<file path="src/core/bbx_pkg.sv">
/*
 * Shared constants and carrier types for the branch / bit-set / bit-test
 * execution block of an 8-bit core with a four-quarter instruction cycle.
 * Assumes a single 125 MHz clock and one quarter per clock edge.
 */
package bbx_pkg;

    // Quarter phases, one-hot
    typedef enum logic [3:0] {
        BBX_Q1 = 4'h1,
        BBX_Q2 = 4'h2,
        BBX_Q3 = 4'h4,
        BBX_Q4 = 4'h8
    } bbx_quarter_t;

    // Opcode patterns
    localparam logic [3:0] BBX_OP_JUMP_HI  = 4'hd;   // Top nibble 1101
    localparam logic       BBX_OP_JUMP_B11 = 1'h0;   // Bit 11 zero
    localparam logic [3:0] BBX_OP_FORCE1   = 4'h8;   // 1000
    localparam logic [3:0] BBX_OP_SKIP_CLR = 4'hb;   // 1011
    localparam logic [3:0] BBX_OP_SKIP_SET = 4'ha;   // 1010

    // Field positions in the 16-bit instruction word
    localparam int BBX_OP_MSB   = 15;
    localparam int BBX_OP_LSB   = 12;
    localparam int BBX_OFS_MSB  = 10;
    localparam int BBX_BIT_MSB  = 11;
    localparam int BBX_BIT_LSB  = 9;
    localparam int BBX_ACC_POS  = 8;
    localparam int BBX_FILE_MSB = 7;

    // Indexed literal offset window limit (95)
    localparam logic [7:0]  BBX_IDX_LIMIT = 8'h5f;
    // Access bank: offsets below 0x60 map to bank 0, the rest to SFR bank
    localparam logic [7:0]  BBX_ACC_SPLIT = 8'h60;
    localparam logic [3:0]  BBX_BANK_LO   = 4'h0;
    localparam logic [3:0]  BBX_BANK_HI   = 4'hf;
    localparam logic [20:0] BBX_PC_RESET  = 21'h0;
    localparam logic [20:0] BBX_PC_STEP   = 21'h2;

    // Decoded instruction class
    typedef enum logic [4:0] {
        BBX_I_OTHER = 5'h01,
        BBX_I_JUMP  = 5'h02,
        BBX_I_SET   = 5'h04,
        BBX_I_TCLR  = 5'h08,
        BBX_I_TSET  = 5'h10
    } bbx_iclass_t;

    // Data-memory access carrier
    typedef struct packed {
        logic        rd;     // Read strobe
        logic        wr;     // Write strobe
        logic [11:0] addr;   // Full data address
        logic [7:0]  wdata;  // Write data
    } bbx_mem_t;

endpackage

</file>
<file path="src/core/bbx_addr_gen.sv">
/*
 * File operand address generator: access bank, banked RAM or indexed
 * literal offset. Purely combinational; the caller registers the result.
 */
module bbx_addr_gen (
    input  wire logic [7:0]  file_i,      // 8-bit file field
    input  wire logic        acc_i,       // Access bit
    input  wire logic [3:0]  bank_i,      // Bank select pointer
    input  wire logic        ext_en_i,    // Extended set enabled
    input  wire logic [11:0] index_i,     // Index base for offset mode
    output logic      [11:0] addr_o,      // Resolved address
    output logic             indexed_o    // Indexed mode used
);

    always_comb begin
        indexed_o = ext_en_i && !acc_i && (file_i <= bbx_pkg::BBX_IDX_LIMIT);
        if (indexed_o) begin
            addr_o = index_i + {4'h0, file_i};
        end else if (acc_i) begin
            addr_o = {bank_i, file_i};
        end else if (file_i < bbx_pkg::BBX_ACC_SPLIT) begin
            addr_o = {bbx_pkg::BBX_BANK_LO, file_i};
        end else begin
            addr_o = {bbx_pkg::BBX_BANK_HI, file_i};
        end
    end

endmodule

</file>
<file path="src/core/bbx_exec.sv">
/*
 * Execution unit for the relative jump, single-bit force-to-one and the
 * two bit-test-and-skip instructions. Steps through Q1..Q4 per cycle.
 * Assumes the fetch unit presents the prefetched word on instr_i and
 * holds it stable for a whole instruction cycle; memory read data
 * arrives combinationally on the same clock.
 */
// What this block does
// - new PC is PC plus two plus 2n
// - jump opcode is 1101 then zero
// - jump takes two cycles, second flushed
// - force selected file bit to one only
// - access bit picks access bank or banked
// - indexed offset when extended, a zero, f<=95
// - skip next when tested bit is clear
// - skip next when tested bit is set
// - skipped instruction replaced by no-operation
module bbx_exec (
    input  wire logic             core_clk_i,   // 125 MHz core clock
    input  wire logic             rstn_i,       // Async reset, active low
    input  wire logic [15:0]      instr_i,      // Prefetched word
    input  wire logic [3:0]       bank_i,       // Bank select pointer
    input  wire logic             ext_en_i,     // Extended set enabled
    input  wire logic [11:0]      index_i,      // Index base register
    input  wire logic [7:0]       mem_rdata_i,  // File read data
    output bbx_pkg::bbx_mem_t     mem_o,        // File access request
    output logic [20:0]           pc_o,         // Program counter
    output logic [3:0]            quarter_o,    // One-hot quarter
    output logic                  cycle_end_o,  // Last quarter pulse
    output logic                  flush_o,      // Current cycle is a nop
    output logic                  skip_o,       // Skip taken this cycle
    output logic                  jump_o,       // Jump taken this cycle
    output logic                  indexed_o,    // Offset mode in use
    output logic                  status_we_o   // Status flag write
);

    bbx_pkg::bbx_quarter_t q_reg;
    bbx_pkg::bbx_iclass_t  cls_reg;
    logic [20:0]           pc_reg;
    logic                  flush_reg;
    logic [7:0]            data_reg;
    logic [11:0]           addr_reg;
    logic                  idx_reg;
    logic                  skip_reg;
    logic                  jump_reg;
    bbx_pkg::bbx_mem_t     mem_reg;
    logic [11:0]           addr_next;
    logic                  idx_next;
    logic [2:0]            bit_sel;
    bbx_pkg::bbx_iclass_t  cls_next;
    logic [7:0]            data_mod;
    logic                  skip_hit;

    // Decoding shared by the class register, the read strobe and the indexed flag
    function automatic bbx_pkg::bbx_iclass_t classify(input logic [15:0] w);
        bbx_pkg::bbx_iclass_t c;
        logic [3:0]           op;
        c  = bbx_pkg::BBX_I_OTHER;
        op = w[bbx_pkg::BBX_OP_MSB:bbx_pkg::BBX_OP_LSB];
        if (op == bbx_pkg::BBX_OP_JUMP_HI &&
            w[bbx_pkg::BBX_BIT_MSB] == bbx_pkg::BBX_OP_JUMP_B11) begin
            c = bbx_pkg::BBX_I_JUMP;
        end else if (op == bbx_pkg::BBX_OP_FORCE1) begin
            c = bbx_pkg::BBX_I_SET;
        end else if (op == bbx_pkg::BBX_OP_SKIP_CLR) begin
            c = bbx_pkg::BBX_I_TCLR;
        end else if (op == bbx_pkg::BBX_OP_SKIP_SET) begin
            c = bbx_pkg::BBX_I_TSET;
        end
        return c;
    endfunction

    // Only the file-register instructions touch data memory; a jump
    // takes its literal from the word itself, so it raises no strobe.
    function automatic logic is_file_op(input bbx_pkg::bbx_iclass_t c);
        return (c == bbx_pkg::BBX_I_SET) || (c == bbx_pkg::BBX_I_TCLR) ||
               (c == bbx_pkg::BBX_I_TSET);
    endfunction

    // Bit index field; instr_i is held for the whole cycle
    assign bit_sel = instr_i[bbx_pkg::BBX_BIT_MSB:bbx_pkg::BBX_BIT_LSB];

    // Next class: a flushed cycle decodes as a no-operation. The strobes
    // launched on the Q1 edge need it, since cls_reg only settles there.
    assign cls_next = flush_reg ? bbx_pkg::BBX_I_OTHER : classify(instr_i);

    // Operand with the selected bit forced; feeds both Q3 consumers
    assign data_mod = data_reg | (8'h01 << bit_sel);

    // Test outcome from the operand read in Q2
    assign skip_hit = (cls_reg == bbx_pkg::BBX_I_TCLR && !data_reg[bit_sel])
                   || (cls_reg == bbx_pkg::BBX_I_TSET && data_reg[bit_sel]);

    bbx_addr_gen u_addr (
        .file_i    (instr_i[bbx_pkg::BBX_FILE_MSB:0]),
        .acc_i     (instr_i[bbx_pkg::BBX_ACC_POS]),
        .bank_i    (bank_i),
        .ext_en_i  (ext_en_i),
        .index_i   (index_i),
        .addr_o    (addr_next),
        .indexed_o (idx_next)
    );

    // Quarter sequencer, Q1 to Q4 and around.
    // Reset parks it in Q1 so the first edge after release decodes.
    always_ff @(posedge core_clk_i or negedge rstn_i) begin
        if (!rstn_i) begin
            q_reg <= bbx_pkg::BBX_Q1;
        end else begin
            case (q_reg)
                bbx_pkg::BBX_Q1: q_reg <= bbx_pkg::BBX_Q2;
                bbx_pkg::BBX_Q2: q_reg <= bbx_pkg::BBX_Q3;
                bbx_pkg::BBX_Q3: q_reg <= bbx_pkg::BBX_Q4;
                bbx_pkg::BBX_Q4: q_reg <= bbx_pkg::BBX_Q1;
                default:         q_reg <= bbx_pkg::BBX_Q1;
            endcase
        end
    end

    // Q1 decode: class and operand address are latched once per cycle.
    // A flushed cycle decodes nothing, so the discarded word has no effect.
    always_ff @(posedge core_clk_i or negedge rstn_i) begin
        if (!rstn_i) begin
            cls_reg  <= bbx_pkg::BBX_I_OTHER;
            addr_reg <= 12'h000;
            idx_reg  <= 1'b0;
        end else if (q_reg == bbx_pkg::BBX_Q1) begin
            cls_reg  <= cls_next;
            addr_reg <= addr_next;
            idx_reg  <= idx_next && is_file_op(cls_next);
        end
    end

    // Q2 read of the operand, Q3 modify for the force-one case
    always_ff @(posedge core_clk_i or negedge rstn_i) begin
        if (!rstn_i) begin
            data_reg <= 8'h00;
        end else if (q_reg == bbx_pkg::BBX_Q2) begin
            data_reg <= mem_rdata_i;
        end else if (q_reg == bbx_pkg::BBX_Q3 &&
                     cls_reg == bbx_pkg::BBX_I_SET) begin
            data_reg <= data_mod;
        end
    end

    // Memory strobes are launched one edge ahead, so that the read is
    // seen during Q2 and the write back during Q4 (force-one only).
    always_ff @(posedge core_clk_i or negedge rstn_i) begin
        if (!rstn_i) begin
            mem_reg <= '0;
        end else begin
            mem_reg.addr  <= (q_reg == bbx_pkg::BBX_Q1) ? addr_next
                                                         : addr_reg;
            // The Q3 edge launches the modified byte with the write strobe
            mem_reg.wdata <= data_mod;
            mem_reg.rd    <= (q_reg == bbx_pkg::BBX_Q1) &&
                             is_file_op(cls_next);
            mem_reg.wr    <= (q_reg == bbx_pkg::BBX_Q3) &&
                             (cls_reg == bbx_pkg::BBX_I_SET);
        end
    end

    // Program counter: the fetch advance lands in Q4, the jump overrides it.
    // pc_reg holds this word's address; the step adds the fetch advance
    // of two, hence PC + 2 + 2n overall.
    always_ff @(posedge core_clk_i or negedge rstn_i) begin
        if (!rstn_i) begin
            pc_reg   <= bbx_pkg::BBX_PC_RESET;
            jump_reg <= 1'b0;
        end else if (q_reg == bbx_pkg::BBX_Q4) begin
            jump_reg <= cls_reg == bbx_pkg::BBX_I_JUMP;
            if (cls_reg == bbx_pkg::BBX_I_JUMP) begin
                pc_reg <= pc_reg + jump_step(instr_i);
            end else begin
                pc_reg <= pc_reg + bbx_pkg::BBX_PC_STEP;
            end
        end
    end

    // Sign-extended doubled offset plus the fetch advance of two, -2046..+2048 bytes
    function automatic logic [20:0] jump_step(input logic [15:0] w);
        return {{9{w[bbx_pkg::BBX_OFS_MSB]}},
                w[bbx_pkg::BBX_OFS_MSB:0], 1'b0} + bbx_pkg::BBX_PC_STEP;
    endfunction

    // Skip decision sampled at Q4 from the value read in Q2
    always_ff @(posedge core_clk_i or negedge rstn_i) begin
        if (!rstn_i) begin
            skip_reg  <= 1'b0;
            flush_reg <= 1'b0;
        end else if (q_reg == bbx_pkg::BBX_Q4) begin
            skip_reg  <= skip_hit;
            // refill after jump
            // A flushed cycle decodes as OTHER, so flush lasts one cycle
            flush_reg <= (cls_reg == bbx_pkg::BBX_I_JUMP) || skip_hit;
        end
    end

    // Outputs; no status write ever, since none of these touch flags
    // flags left unchanged
    assign status_we_o = 1'b0;
    assign mem_o       = mem_reg;
    assign pc_o        = pc_reg;
    assign quarter_o   = q_reg;
    assign cycle_end_o = q_reg == bbx_pkg::BBX_Q4;
    assign flush_o     = flush_reg;
    assign skip_o      = skip_reg;
    assign jump_o      = jump_reg;
    assign indexed_o   = idx_reg;

endmodule

</file>
<file path="config.mk">
export PLATFORM = sky130hd
export DESIGN_NAME = bbx_exec
export DESIGN_NICKNAME = d
export VERILOG_FILES = /design/src/core/bbx_pkg.sv /design/src/core/bbx_addr_gen.sv /design/src/core/bbx_exec.sv
export SDC_FILE = /design/constraint.sdc
export NUM_CORES = 1
export LEC_CHECK = 0
export CORE_MARGIN = 2
export CORE_UTILIZATION = 65
export CTS_CLUSTER_DIAMETER = 40
export DETAILED_ROUTE_END_ITERATION = 10
export DONT_BUFFER_PORTS = 1
export PLACE_DENSITY_LB_ADDON = 0.08
export SKIP_CTS_REPAIR_TIMING = 1
export SYNTH_ARGS = -nofsm -noshare
export SYNTH_HDL_FRONTEND = slang
export SYNTH_SLANG_ARGS = --single-unit
export TNS_END_PERCENT = 20
</file>
<file path="constraint.sdc">
create_clock -name core_clk_i -period 5.6 [get_ports core_clk_i]
set_input_delay 0.56 -clock core_clk_i [delete_from_list [all_inputs] [get_ports core_clk_i]]
set_output_delay 0.56 -clock core_clk_i [all_outputs]
set_load 0.05 [all_outputs]
</file>
Yosys cells after proc, flatten, opt, wreduce, memory -nomap -nowiden
Cells that the tools add are included.
{ "totals": {"ff_bits": 64, "out_inout_bits": 53, "word_cells": 67, "in_bits": 43} }
{ "classes": {"bitwise_logic": 2, "n_shift": 1, "mux": 15, "reduce_logical": 15, "addsub": 4, "magnitude_cmp": 3, "n_eq_ne": 15} }
{ "op_table": {"columns": ["cell", "count"], "rows": [
  ["$mux W12", 4],
  ["$mux W5", 5],
  ["$add A21 B2 Y21 const B", 1],
  ["$add A21 B21 Y21", 1],
  ["$mux W21", 1],
  ["$eq A4 B4 Y1 const B", 5],
  ["$mux W8", 2],
  ["$add A12 B3 Y13 const B", 1],
  ["$add A12 B8 Y12", 1],
  ["$pmux W4 S3", 1],
  ["$eq A5 B3 Y1 const B", 2],
  ["$eq A5 B4 Y1 const B", 2],
  ["$eq A5 B5 Y1 const B", 2],
  ["$le A8 B7 Y1 const B", 1],
  ["$logic_and A1 B1 Y1", 8],
  ["$lt A8 B7 Y1 const B", 1],
  ["$or A8 B8 Y8", 1],
  ["$shl A1 B3 Y8 const A", 1],
  ["$eq A5 B2 Y1 const B", 1],
  ["$eq A4 B1 Y1 const B", 1],
  ["$eq A4 B2 Y1 const B", 1],
  ["$eq A4 B3 Y1 const B", 1],
  ["$logic_or A1 B1 Y1", 4],
  ["$lt A3 B4 Y1 const B", 1],
  ["other kinds (5)", 6]
]} }

Longest topological paths before layout
Gate-level depths: netlist (run 1).
{ "depth": {"depth_word": 10, "mapped_depth": 14, "depth_no_buf": 13} }

By module
A second synthesis (run 1) with hierarchy kept.
{ "hier_totals": {"hier_cells": 470, "area_unflattened_um2": 4088.9} }
{ "modules_own_cells": {"columns": ["mod", "area_per_inst_um2", "seq_area_each_um2", "instances", "cells_per_inst"], "rows": [
  ["bbx_exec", 3460.8, 1579.0, 1, 374],
  ["bbx_addr_gen", 628.1, 0.0, 1, 96]
]} }

Least setup slack after synthesis (run 1)
OpenSTA, ideal clock, no wires.
{ "synth_timing": {"kind": "input to register", "start": "input port instr_i[0]", "end": "register pc_reg[13] (netlist: pc_o[13])", "stages": 14, "setup_time_ns": 0.146, "required_ns": 5.454, "arrival_time_ns": 2.894, "n_path_buf": 1, "setup_slack_ns": 2.559, "path_cell_list": "ha_1 > nand3_1 > nor2_1 > nand2_1 > xor2_1 > nor2_1 > ha_1 > o21a_1 > o21ai_0 > a211o_1 > and3b_1 > clkbuf_1 > mux2_2 > xor2_1"} }
{ "synth_via": {"elab_chain_len": 3} }
{ "synth_rtl": {"columns": ["element", "line", "rtl"], "rows": [
  ["start: declaration", "bbx_exec.sv:21", "input wire logic [15:0] instr_i,"],
  ["$add A12 B3 Y13", "bbx_exec.sv:183", "w[bbx_pkg::BBX_OFS_MSB:0], 1'b0} + bbx_pkg::BBX_PC_STEP;"],
  ["$add A21 B21 Y21", "bbx_exec.sv:173", "pc_reg <= pc_reg + jump_step(instr_i);"],
  ["$mux W21", "bbx_exec.sv:172", "if (cls_reg == bbx_pkg::BBX_I_JUMP) begin"],
  ["end signal: assignment", "bbx_exec.sv:168", "pc_reg <= bbx_pkg::BBX_PC_RESET;"],
  ["end signal: assignment", "bbx_exec.sv:173", null],
  ["end signal: assignment", "bbx_exec.sv:175", "pc_reg <= pc_reg + bbx_pkg::BBX_PC_STEP;"],
  ["end: declaration", "bbx_exec.sv:39", "logic [20:0] pc_reg;"]
]} }
No other way between the ends.
A chain may end at the register's enable or synchronous reset.

Worst setup path in the final report (run 1)
{ "layout_timing": {"start": "register cls_reg[3]", "end": "register pc_reg[13] (netlist: pc_o[13])"} }
{ "layout_via": {"elab_chain_len": 2} }
{ "layout_rtl": {"columns": ["element", "line", "rtl"], "rows": [
  ["start: declaration", "bbx_exec.sv:38", "bbx_pkg::bbx_iclass_t cls_reg;"],
  ["start signal: assignment", "bbx_exec.sv:124", "cls_reg <= bbx_pkg::BBX_I_OTHER;"],
  ["start signal: assignment", "bbx_exec.sv:128", "cls_reg <= cls_next;"],
  ["$eq A5 B2 Y1", "bbx_exec.sv:172", null],
  ["$mux W21", "bbx_exec.sv:172", null]
]} }
No other way between the ends.

==> run metrics, run 1 <==
outcome completed; maximum vdd drop around 0.18 mV; CP endpoint kind register; Arr. time, crit path ~3.6 ns; Layout Skew between 0.007 and 0.008 ns; Flop pwr share ~54%; TNS Setup 0 ns; largest net degree at the start of global routing 64; area grow syn2layout 5.774%; sw frac between 30% and 40%; Internal Power 0.7121 mW; Netlist cell types 64; register area share after synthesis 39.60%; antenna violations before repair 0; share of cells above drive strength 1 between 8 and 9%; Mapped Area 3988 um2; clock share of power just over 30%; I/O pins 96; TritonCTS clock tree yes; ys async rst share 100.0%; CP Class register to register; Sw Pwr about 0.38 mW; final instance area between 4000 and 5000 um2; Nets 495; core area a little under 6000 um2; max frequency approximately 0.3 GHz; Syn Inst Count 433; H-tree depth 3; vias in the first global route a little under 3000; CTS Root Cell clkbuf_8; Post-DP Area between 4000 and 5000 um2; Final Hold Vio Count 0; max reg flops 22; GRT Total Usage 27.36%; Die Ht around 82 um; Die ar. roughly 6800 um2; Syn. warnings 0; Avg Cell Area, Syn ~9 um2; Req. time, crit path 5.80 ns; worst-margin pin slew about 0.82 ns; Detail Route Antenna Nets 0; worst hold-check path type input pin to asynchronous set/reset pin; total clock sinks 63; Rel. slew slack 45.60%; Slew Viols, Final 0; post-route minimum period ~3.4 ns; floorplan row count 28; Congestion Overflow GR 0; DRC viols 0; Routed Wire Length roughly 9.0 mm; TritonRoute pass-1 iters 4; initial core utilization between 60% and 70%; Most used DFF post-synth dfrtp_1; WL per Instance about 18 um; pwr/cell area 259.6 nW/um2; CTS Buf Count 9; maximum fanout along the worst path 11; Routability Congestion just over 0.9; MaxCap Viol Count 0; Setup crit start kind register; number of port buffers 0; RSZ-0062 raised after global routing no; starting DRC count in detailed routing 174; Die X 82.33 um; first-pass GRT wire length around 14 mm; final number of setup-violating endpoints 0; DP HPWL roughly 6.6 mm; n_diodes 0; EDFF count, synth 0; Clock Tree Buf Depth 2; P_leak ~1.8 nW; via count between 3000 and 4000; period utilization between 60% and 70%; vias per std cell ~6.3; synthesis-stage register bit count between 60 and 70; Clock transition at path regs 0.07 ns; logic gate share of total power around 14%; Worst-Skew Late Latency 0.34 ns
[power groups by stage]
| stage | Combinational, mW | Sequential, mW | Clock [mW] |
|---|---|---|---|
| 2_1_floorplan | 0.125 | 0.596 | 0 |
| 3_3_place_gp | 0.140 | 0.604 | 0 |
| 3_5_place_dp | 0.145 | 0.604 | 0 |
| 4_1_cts | 0.146 | 0.596 | 0.346 |
| 5_1_grt | 0.178 | 0.600 | 0.366 |
| 6_report | 0.157 | 0.595 | 0.342 |
[layout make-up]
class | count | area, um2
clock buffer | 11 | 131.4
multi-input combinational | 339 | 2278
tap | 75 | 93.84
sequential | 63 | 1579
inverter | 14 | 57.56
timing repair buffer | 3 | 42.54
clock inverter | 5 | 35.03
fill | 465 | 1703
[per-stage QoR]
step	utilization [%]	power, mW	setup WS, ns	hold slack (ns)	cells
after floorplan	-	0.7207	2.559	0.2644	434
after global placement	67.96	0.7439	2.363	0.2657	493
after detailed placement	67.96	0.7490	2.228	0.2658	493
after CTS	70.77	1.088	2.210	-0.09972	509
after global routing	71.24	1.144	1.958	0.04210	510
final	71.24	1.095	2.183	0.06006	510
[worst max-delay path, stage by stage (launching register included)]
cell,delay [ns]
dfrtp_1,0.42
nor3_1,0.45
nand2_1,0.36
nor2_1,0.21
ha_1,0.29
a21oi_1,0.22
a2bb2oi_1,0.31
a211o_1,0.21
and3b_1,0.30
mux2_2,0.38
xor2_1,0.14
[path summary, 6_finish.rpt]
path | end | slack [ns] | cells past startpoint | start
worst min register to register | cls_reg[0] | 0.47 | 2 | cls_reg[0]
max in group asynchronous | mem_o[8] | 5.26 | 1 | rstn_i
worst max-delay path | pc_o[13] | 2.18 | 10 | cls_reg[3]
worst max register to register | pc_o[13] | 2.18 | 10 | cls_reg[3]
min in group core_clk_i | cls_reg[4] | 0.31 | 1 | instr_i[14]
worst min-delay path | quarter_o[0] | 0.06 | 0 | rstn_i
[synthesized netlist by cell type (all sizes together) (2+ instances only)]
cell	instances	area [um2]
o221ai	2	17.52
ha	20	250.2
dfrtp	61	1526
nor2	27	101.4
and2	4	25.03
and4	2	17.52
nand2b	5	31.28
a211oi	8	72.57
dfstp	2	52.55
a21oi	20	100.1
mux2i	13	130.1
xnor2	14	122.6
nand3b	2	15.01
nor4	2	12.51
fa	2	40.04
o31ai	2	15.01
a31oi	5	31.28
or4b	2	20.02
a21o	8	60.06
a31o	4	35.04
mux4	2	45.04
nand2	54	202.7
nor4b	2	17.52
and3	9	56.30
nand3	14	70.07
nor3	13	65.06
o2111ai	3	32.53
nor2b	8	50.05
inv	13	48.79
or4	4	30.03
a41oi	2	25.03
xor2	16	140.1
o21a	4	30.03
or2	5	31.28
buf	3	26.27
o41ai	3	33.79
nand4	2	12.51
clkbuf	15	56.30
o21ai	40	200.2
[layer usage]
metal  wire, um  GRT usage [%]
met5          0              0
met4        143          9.667
met3        782          8.804
met2       4133          42.18
met1       3914          36.22
[layout by cell type, fill, tap and decap left out, types with 3 or more instances in the layout]
cell type,netlist,routed
a31o_2,3,3
xor2_1,16,16
a211oi_1,7,7
inv_1,12,12
clkinv_4,1,3
a31oi_1,5,5
o21a_1,4,4
a21oi_1,20,20
ha_1,20,20
nor2b_1,8,8
o21ai_1,4,4
and3_1,9,9
o21ai_0,36,36
nand3_1,14,14
nand2_1,54,54
nor3_1,13,13
xnor2_1,14,14
or2_2,5,5
and2_1,3,3
a21o_1,8,8
clkbuf_8,0,9
mux2i_1,13,13
dfrtp_1,61,61
nor2_1,27,27
nand2b_1,5,5
or4_1,4,4
[cells by family after synthesis]
logic type,count (synthesis),synth area share [%]
buffers and inverters,32,3.514
adder cells (fa/ha/maj),22,7.280
AO/OA/AOI/OAI,108,17.85
multiplexers,16,4.675
flip-flops,63,39.60
AND/OR/NAND/NOR,161,20.40
XOR/XNOR,30,6.589
other,1,0.09404
Power figures use the tool's default switching activity.
==> run 2: changes to the inputs <==
--- a/config.mk
+++ b/config.mk
@@ -5,8 +5,9 @@
 export SDC_FILE = /design/constraint.sdc
 export NUM_CORES = 1
 export LEC_CHECK = 0
+export ABC_AREA = 1
 export CORE_MARGIN = 2
-export CORE_UTILIZATION = 65
+export CORE_UTILIZATION = 58
 export CTS_CLUSTER_DIAMETER = 40
 export DETAILED_ROUTE_END_ITERATION = 10
 export DONT_BUFFER_PORTS = 1
==> constraint.sdc (replaced) <==
create_clock -name core_clk_i -period 2.83 [get_ports core_clk_i]
set_input_delay 0.283 -clock core_clk_i [delete_from_list [all_inputs] [get_ports core_clk_i]]
set_output_delay 0.283 -clock core_clk_i [all_outputs]
set_load 0.05 [all_outputs]
==> run 2 against run 1 <==
Compared with the run above:
- count of clock-buffer cells in the layout decreased by 2
- register-to-register slack got worse by 2.0 ns
- fmax increased by 29%
- design area increased by 13%
- worst hold slack got worse by 0.027 ns
- combinational power increased by 140%
- synthesized area increased by 7.4%
- sequential cell count unchanged
- die area increased by 19%
- global-route usage decreased by 0.44 points
==> run metrics, run 2 <==
Slowest-stage cell, CP dfrtp_1; Netlist cell types 47 (-27%); Avg Cell Area, Syn 7.637 um2 (-17%); share of cells above drive strength 1 13.97% (+5.2 points); antenna violations before repair 0 (unchanged); core area 7214 um2 (+22%); Mapped Area 4284 um2 (+7.4%); largest net degree at the start of global routing 64 (unchanged); Die X 89.95 um (+9.3%); maximum vdd drop 0.3086 mV (+73%); Layout Skew 0.01180 ns (+0.004045 ns); Arr. time, crit path 2.89 ns (-0.73 ns); WL per Instance 15.29 um (-13%); floorplan row count 31 (+11%); total clock sinks 63 (unchanged); Die Ht 89.95 um (+9.3%); GRT Total Usage 26.91% (-0.44 points); register area share after synthesis 36.86% (-2.7 points); CP endpoint kind register; Rel. slew slack 50.70% (+5.1 points); Worst-Skew Late Latency 0.35 ns (about the same); Routed Wire Length 10.49 mm (+17%); Req. time, crit path 3.06 ns (-2.74 ns); worst hold-check path type input pin to register; Synth top cells by count nand2_1 (120), dfrtp_1 (61), inv_1 (57); Congestion Overflow GR 0 (unchanged); Die ar. 8090 um2 (+19%); Setup crit start kind register; crit path cell chain inv_1, nor2_2, nand3_4, buf_4, nor3_1, ha_1, nand2_1, o21ai_0, a21oi_1, nand2_1, nand3_1, nand3_2, or2_1, nand3_2, o21ai_2; H-tree depth 3 (unchanged); vias in the first global route 3821 (+29%); Detail Route Antenna Nets 0 (unchanged); Sw Pwr 0.8071 mW (+110%); Finished Core Util 66.22% (-5.0 points); leading area contributor after synthesis dfrtp_1; Routability Congestion 0.9381 (+1.5%); P_leak 2.289 nW (+25%); sw frac 33.62% (-1.3 points); logic gate share of total power 15.6% (+1.2 points); Internal Power 1.594 mW (+120%); worst-margin pin slew 0.7394 ns (-0.07652 ns); TritonRoute pass-1 iters 7 (+3); TritonCTS clock tree yes; Clock transition at path regs 0.08 ns (about the same); Nets 647 (+31%); via count 3888 (+21%); commonest non-fill, non-tap cell in the layout nand2_1; max frequency 0.3767 GHz (+29%); RSZ-0062 raised after global routing yes; fill cell count 660 (+42%); vias per std cell 5.668 (-9.9%); slowest stage delay, CP 0.38 ns (-0.07 ns); Flop pwr share 46.4% (-8.0 points); area grow syn2layout 11.51%; Syn Inst Count 561 (+30%); most frequent cells in the layout nand2_1 (120), dfrtp_1 (61), inv_1 (56), a21oi_1 (44); final number of setup-violating endpoints 0 (unchanged); Total Power 2.401 mW (+120%); synthesis-stage register bit count 63 (unchanged); I/O pins 96 (unchanged); CTS Root Cell clkbuf_8; MaxCap Viol Count 0 (unchanged); Most used DFF post-synth dfrtp_1; Clock Tree Buf Depth 2 (unchanged); Syn. warnings 0 (unchanged); post-route minimum period 2.654 ns (-0.7624 ns); number of port buffers 0 (unchanged); count leader, synth nand2_1; max reg flops 22 (unchanged); CP Class register to register; DRC viols 0 (unchanged); EDFF count, synth 0 (unchanged); pwr/cell area 502.6 nW/um2 (+94%); main area contributors after synthesis dfrtp_1 (36%), nand2_1 (11%), ha_1 (5.8%); Slew Viols, Final 0 (unchanged); DP HPWL 7.805 mm (+18%); clock share of power 38.0% (+6.8 points); initial core utilization 59.38% (-8.0 points); ys async rst share 100.0% (unchanged); period utilization 93.80% (+33 points); outcome completed; Inst Count DP 664 (+35%); Final Hold Vio Count 0 (unchanged); CTS Buf Count 9 (unchanged); non-filler cells, final 686 (+35%); starting DRC count in detailed routing 185 (+6.3%); Synth top area share 35.63% (-2.6 points); maximum fanout along the worst path 6 (-5); n_diodes 0 (unchanged); first-pass GRT wire length 17.83 mm (+28%)
run 2: worst paths after layout:
| check | endpoint | startpoint | cells past startpoint | slack [ns] |
|---|---|---|---|---|
| worst min-delay path | mem_o[1] | instr_i[11] | 1 | 0.03 |
| worst max register to register | pc_o[15] | cls_reg[1] | 15 | 0.18 |
| worst min register to register | mem_o[3] | data_reg[3] | 2 | 0.48 |
| min in group asynchronous | data_reg[2] | rstn_i | 2 | 0.45 |
| worst max-delay path | pc_o[15] | cls_reg[1] | 15 | 0.18 |
| max in group asynchronous | cls_reg[0] | rstn_i | 2 | 2.06 |
run 2: per-layer routing:
layer | vias up | global-route usage [%] | share of wire [%]
li1 | 1938 | - | -
met1 | 1828 | 34.01 | 44
met2 | 110 | 44.26 | 48
met3 | 12 | 8.885 | 6.9
met4 | 0 | 7.949 | 1.2
met5 | - | 0 | 0
run 2: critical path: cells and delay by family, from the launching register on:
family,cells,cell delay [ns]
adder cells (fa/ha/maj),1,0.35
AND/OR/NAND/NOR,9,1.23
AO/OA/AOI/OAI,3,0.33
buffers and inverters,2,0.24
flip-flops,1,0.38
run 2: power by group through the flow:
stage | clock network [mW] | logic, mW | registers (mW)
detailed placement | 0 | 0.342 | 1.13
global placement | 0 | 0.333 | 1.13
finish | 0.913 | 0.374 | 1.11
floorplan | 0 | 0.221 | 1.16
global route | 0.973 | 0.419 | 1.12
CTS | 0.929 | 0.344 | 1.12
run 2: per-stage QoR:
step / setup WS (ns) / hold WS, ns / TNS [ns] / cell area [um2]
detailed placement: 0.07706 / -0.01110 / 0 / 4448
CTS: 0.06575 / -0.3994 / 0 / 4676
global route: -0.04164 / 0.01469 / -0.1202 / 4777
floorplan: 0.2716 / -0.01259 / 0 / 4288
finish: 0.1755 / 0.03293 / 0 / 4777
global placement: 0.07570 / -0.01114 / 0 / 4448
run 2: logic make-up after synthesis:
kind of cell | Yosys count | synth area share, %
AOI/OAI and AO/OA | 128 | 16.97
buffers and inverters | 76 | 7.477
and+or+nand+nor | 252 | 27.60
other | 1 | 0.08753
adders and majority gates | 22 | 6.776
xor gates and xnor gates | 19 | 4.235
DFF | 63 | 36.86
run 2: area by class of cell:
| class | count | area, um2 | share of cell area (%) |
|---|---|---|---|
| Sequential cell | 63 | 1579 | 33.05 |
| Tap cell | 99 | 123.9 | 2.593 |
| Timing Repair Buffer | 22 | 187.7 | 3.929 |
| Clock inverter | 7 | 103.9 | 2.174 |
| Multi-Input combinational cell | 423 | 2419 | 50.63 |
| Clock buffer | 9 | 123.9 | 2.593 |
| Inverter | 63 | 240.2 | 5.029 |
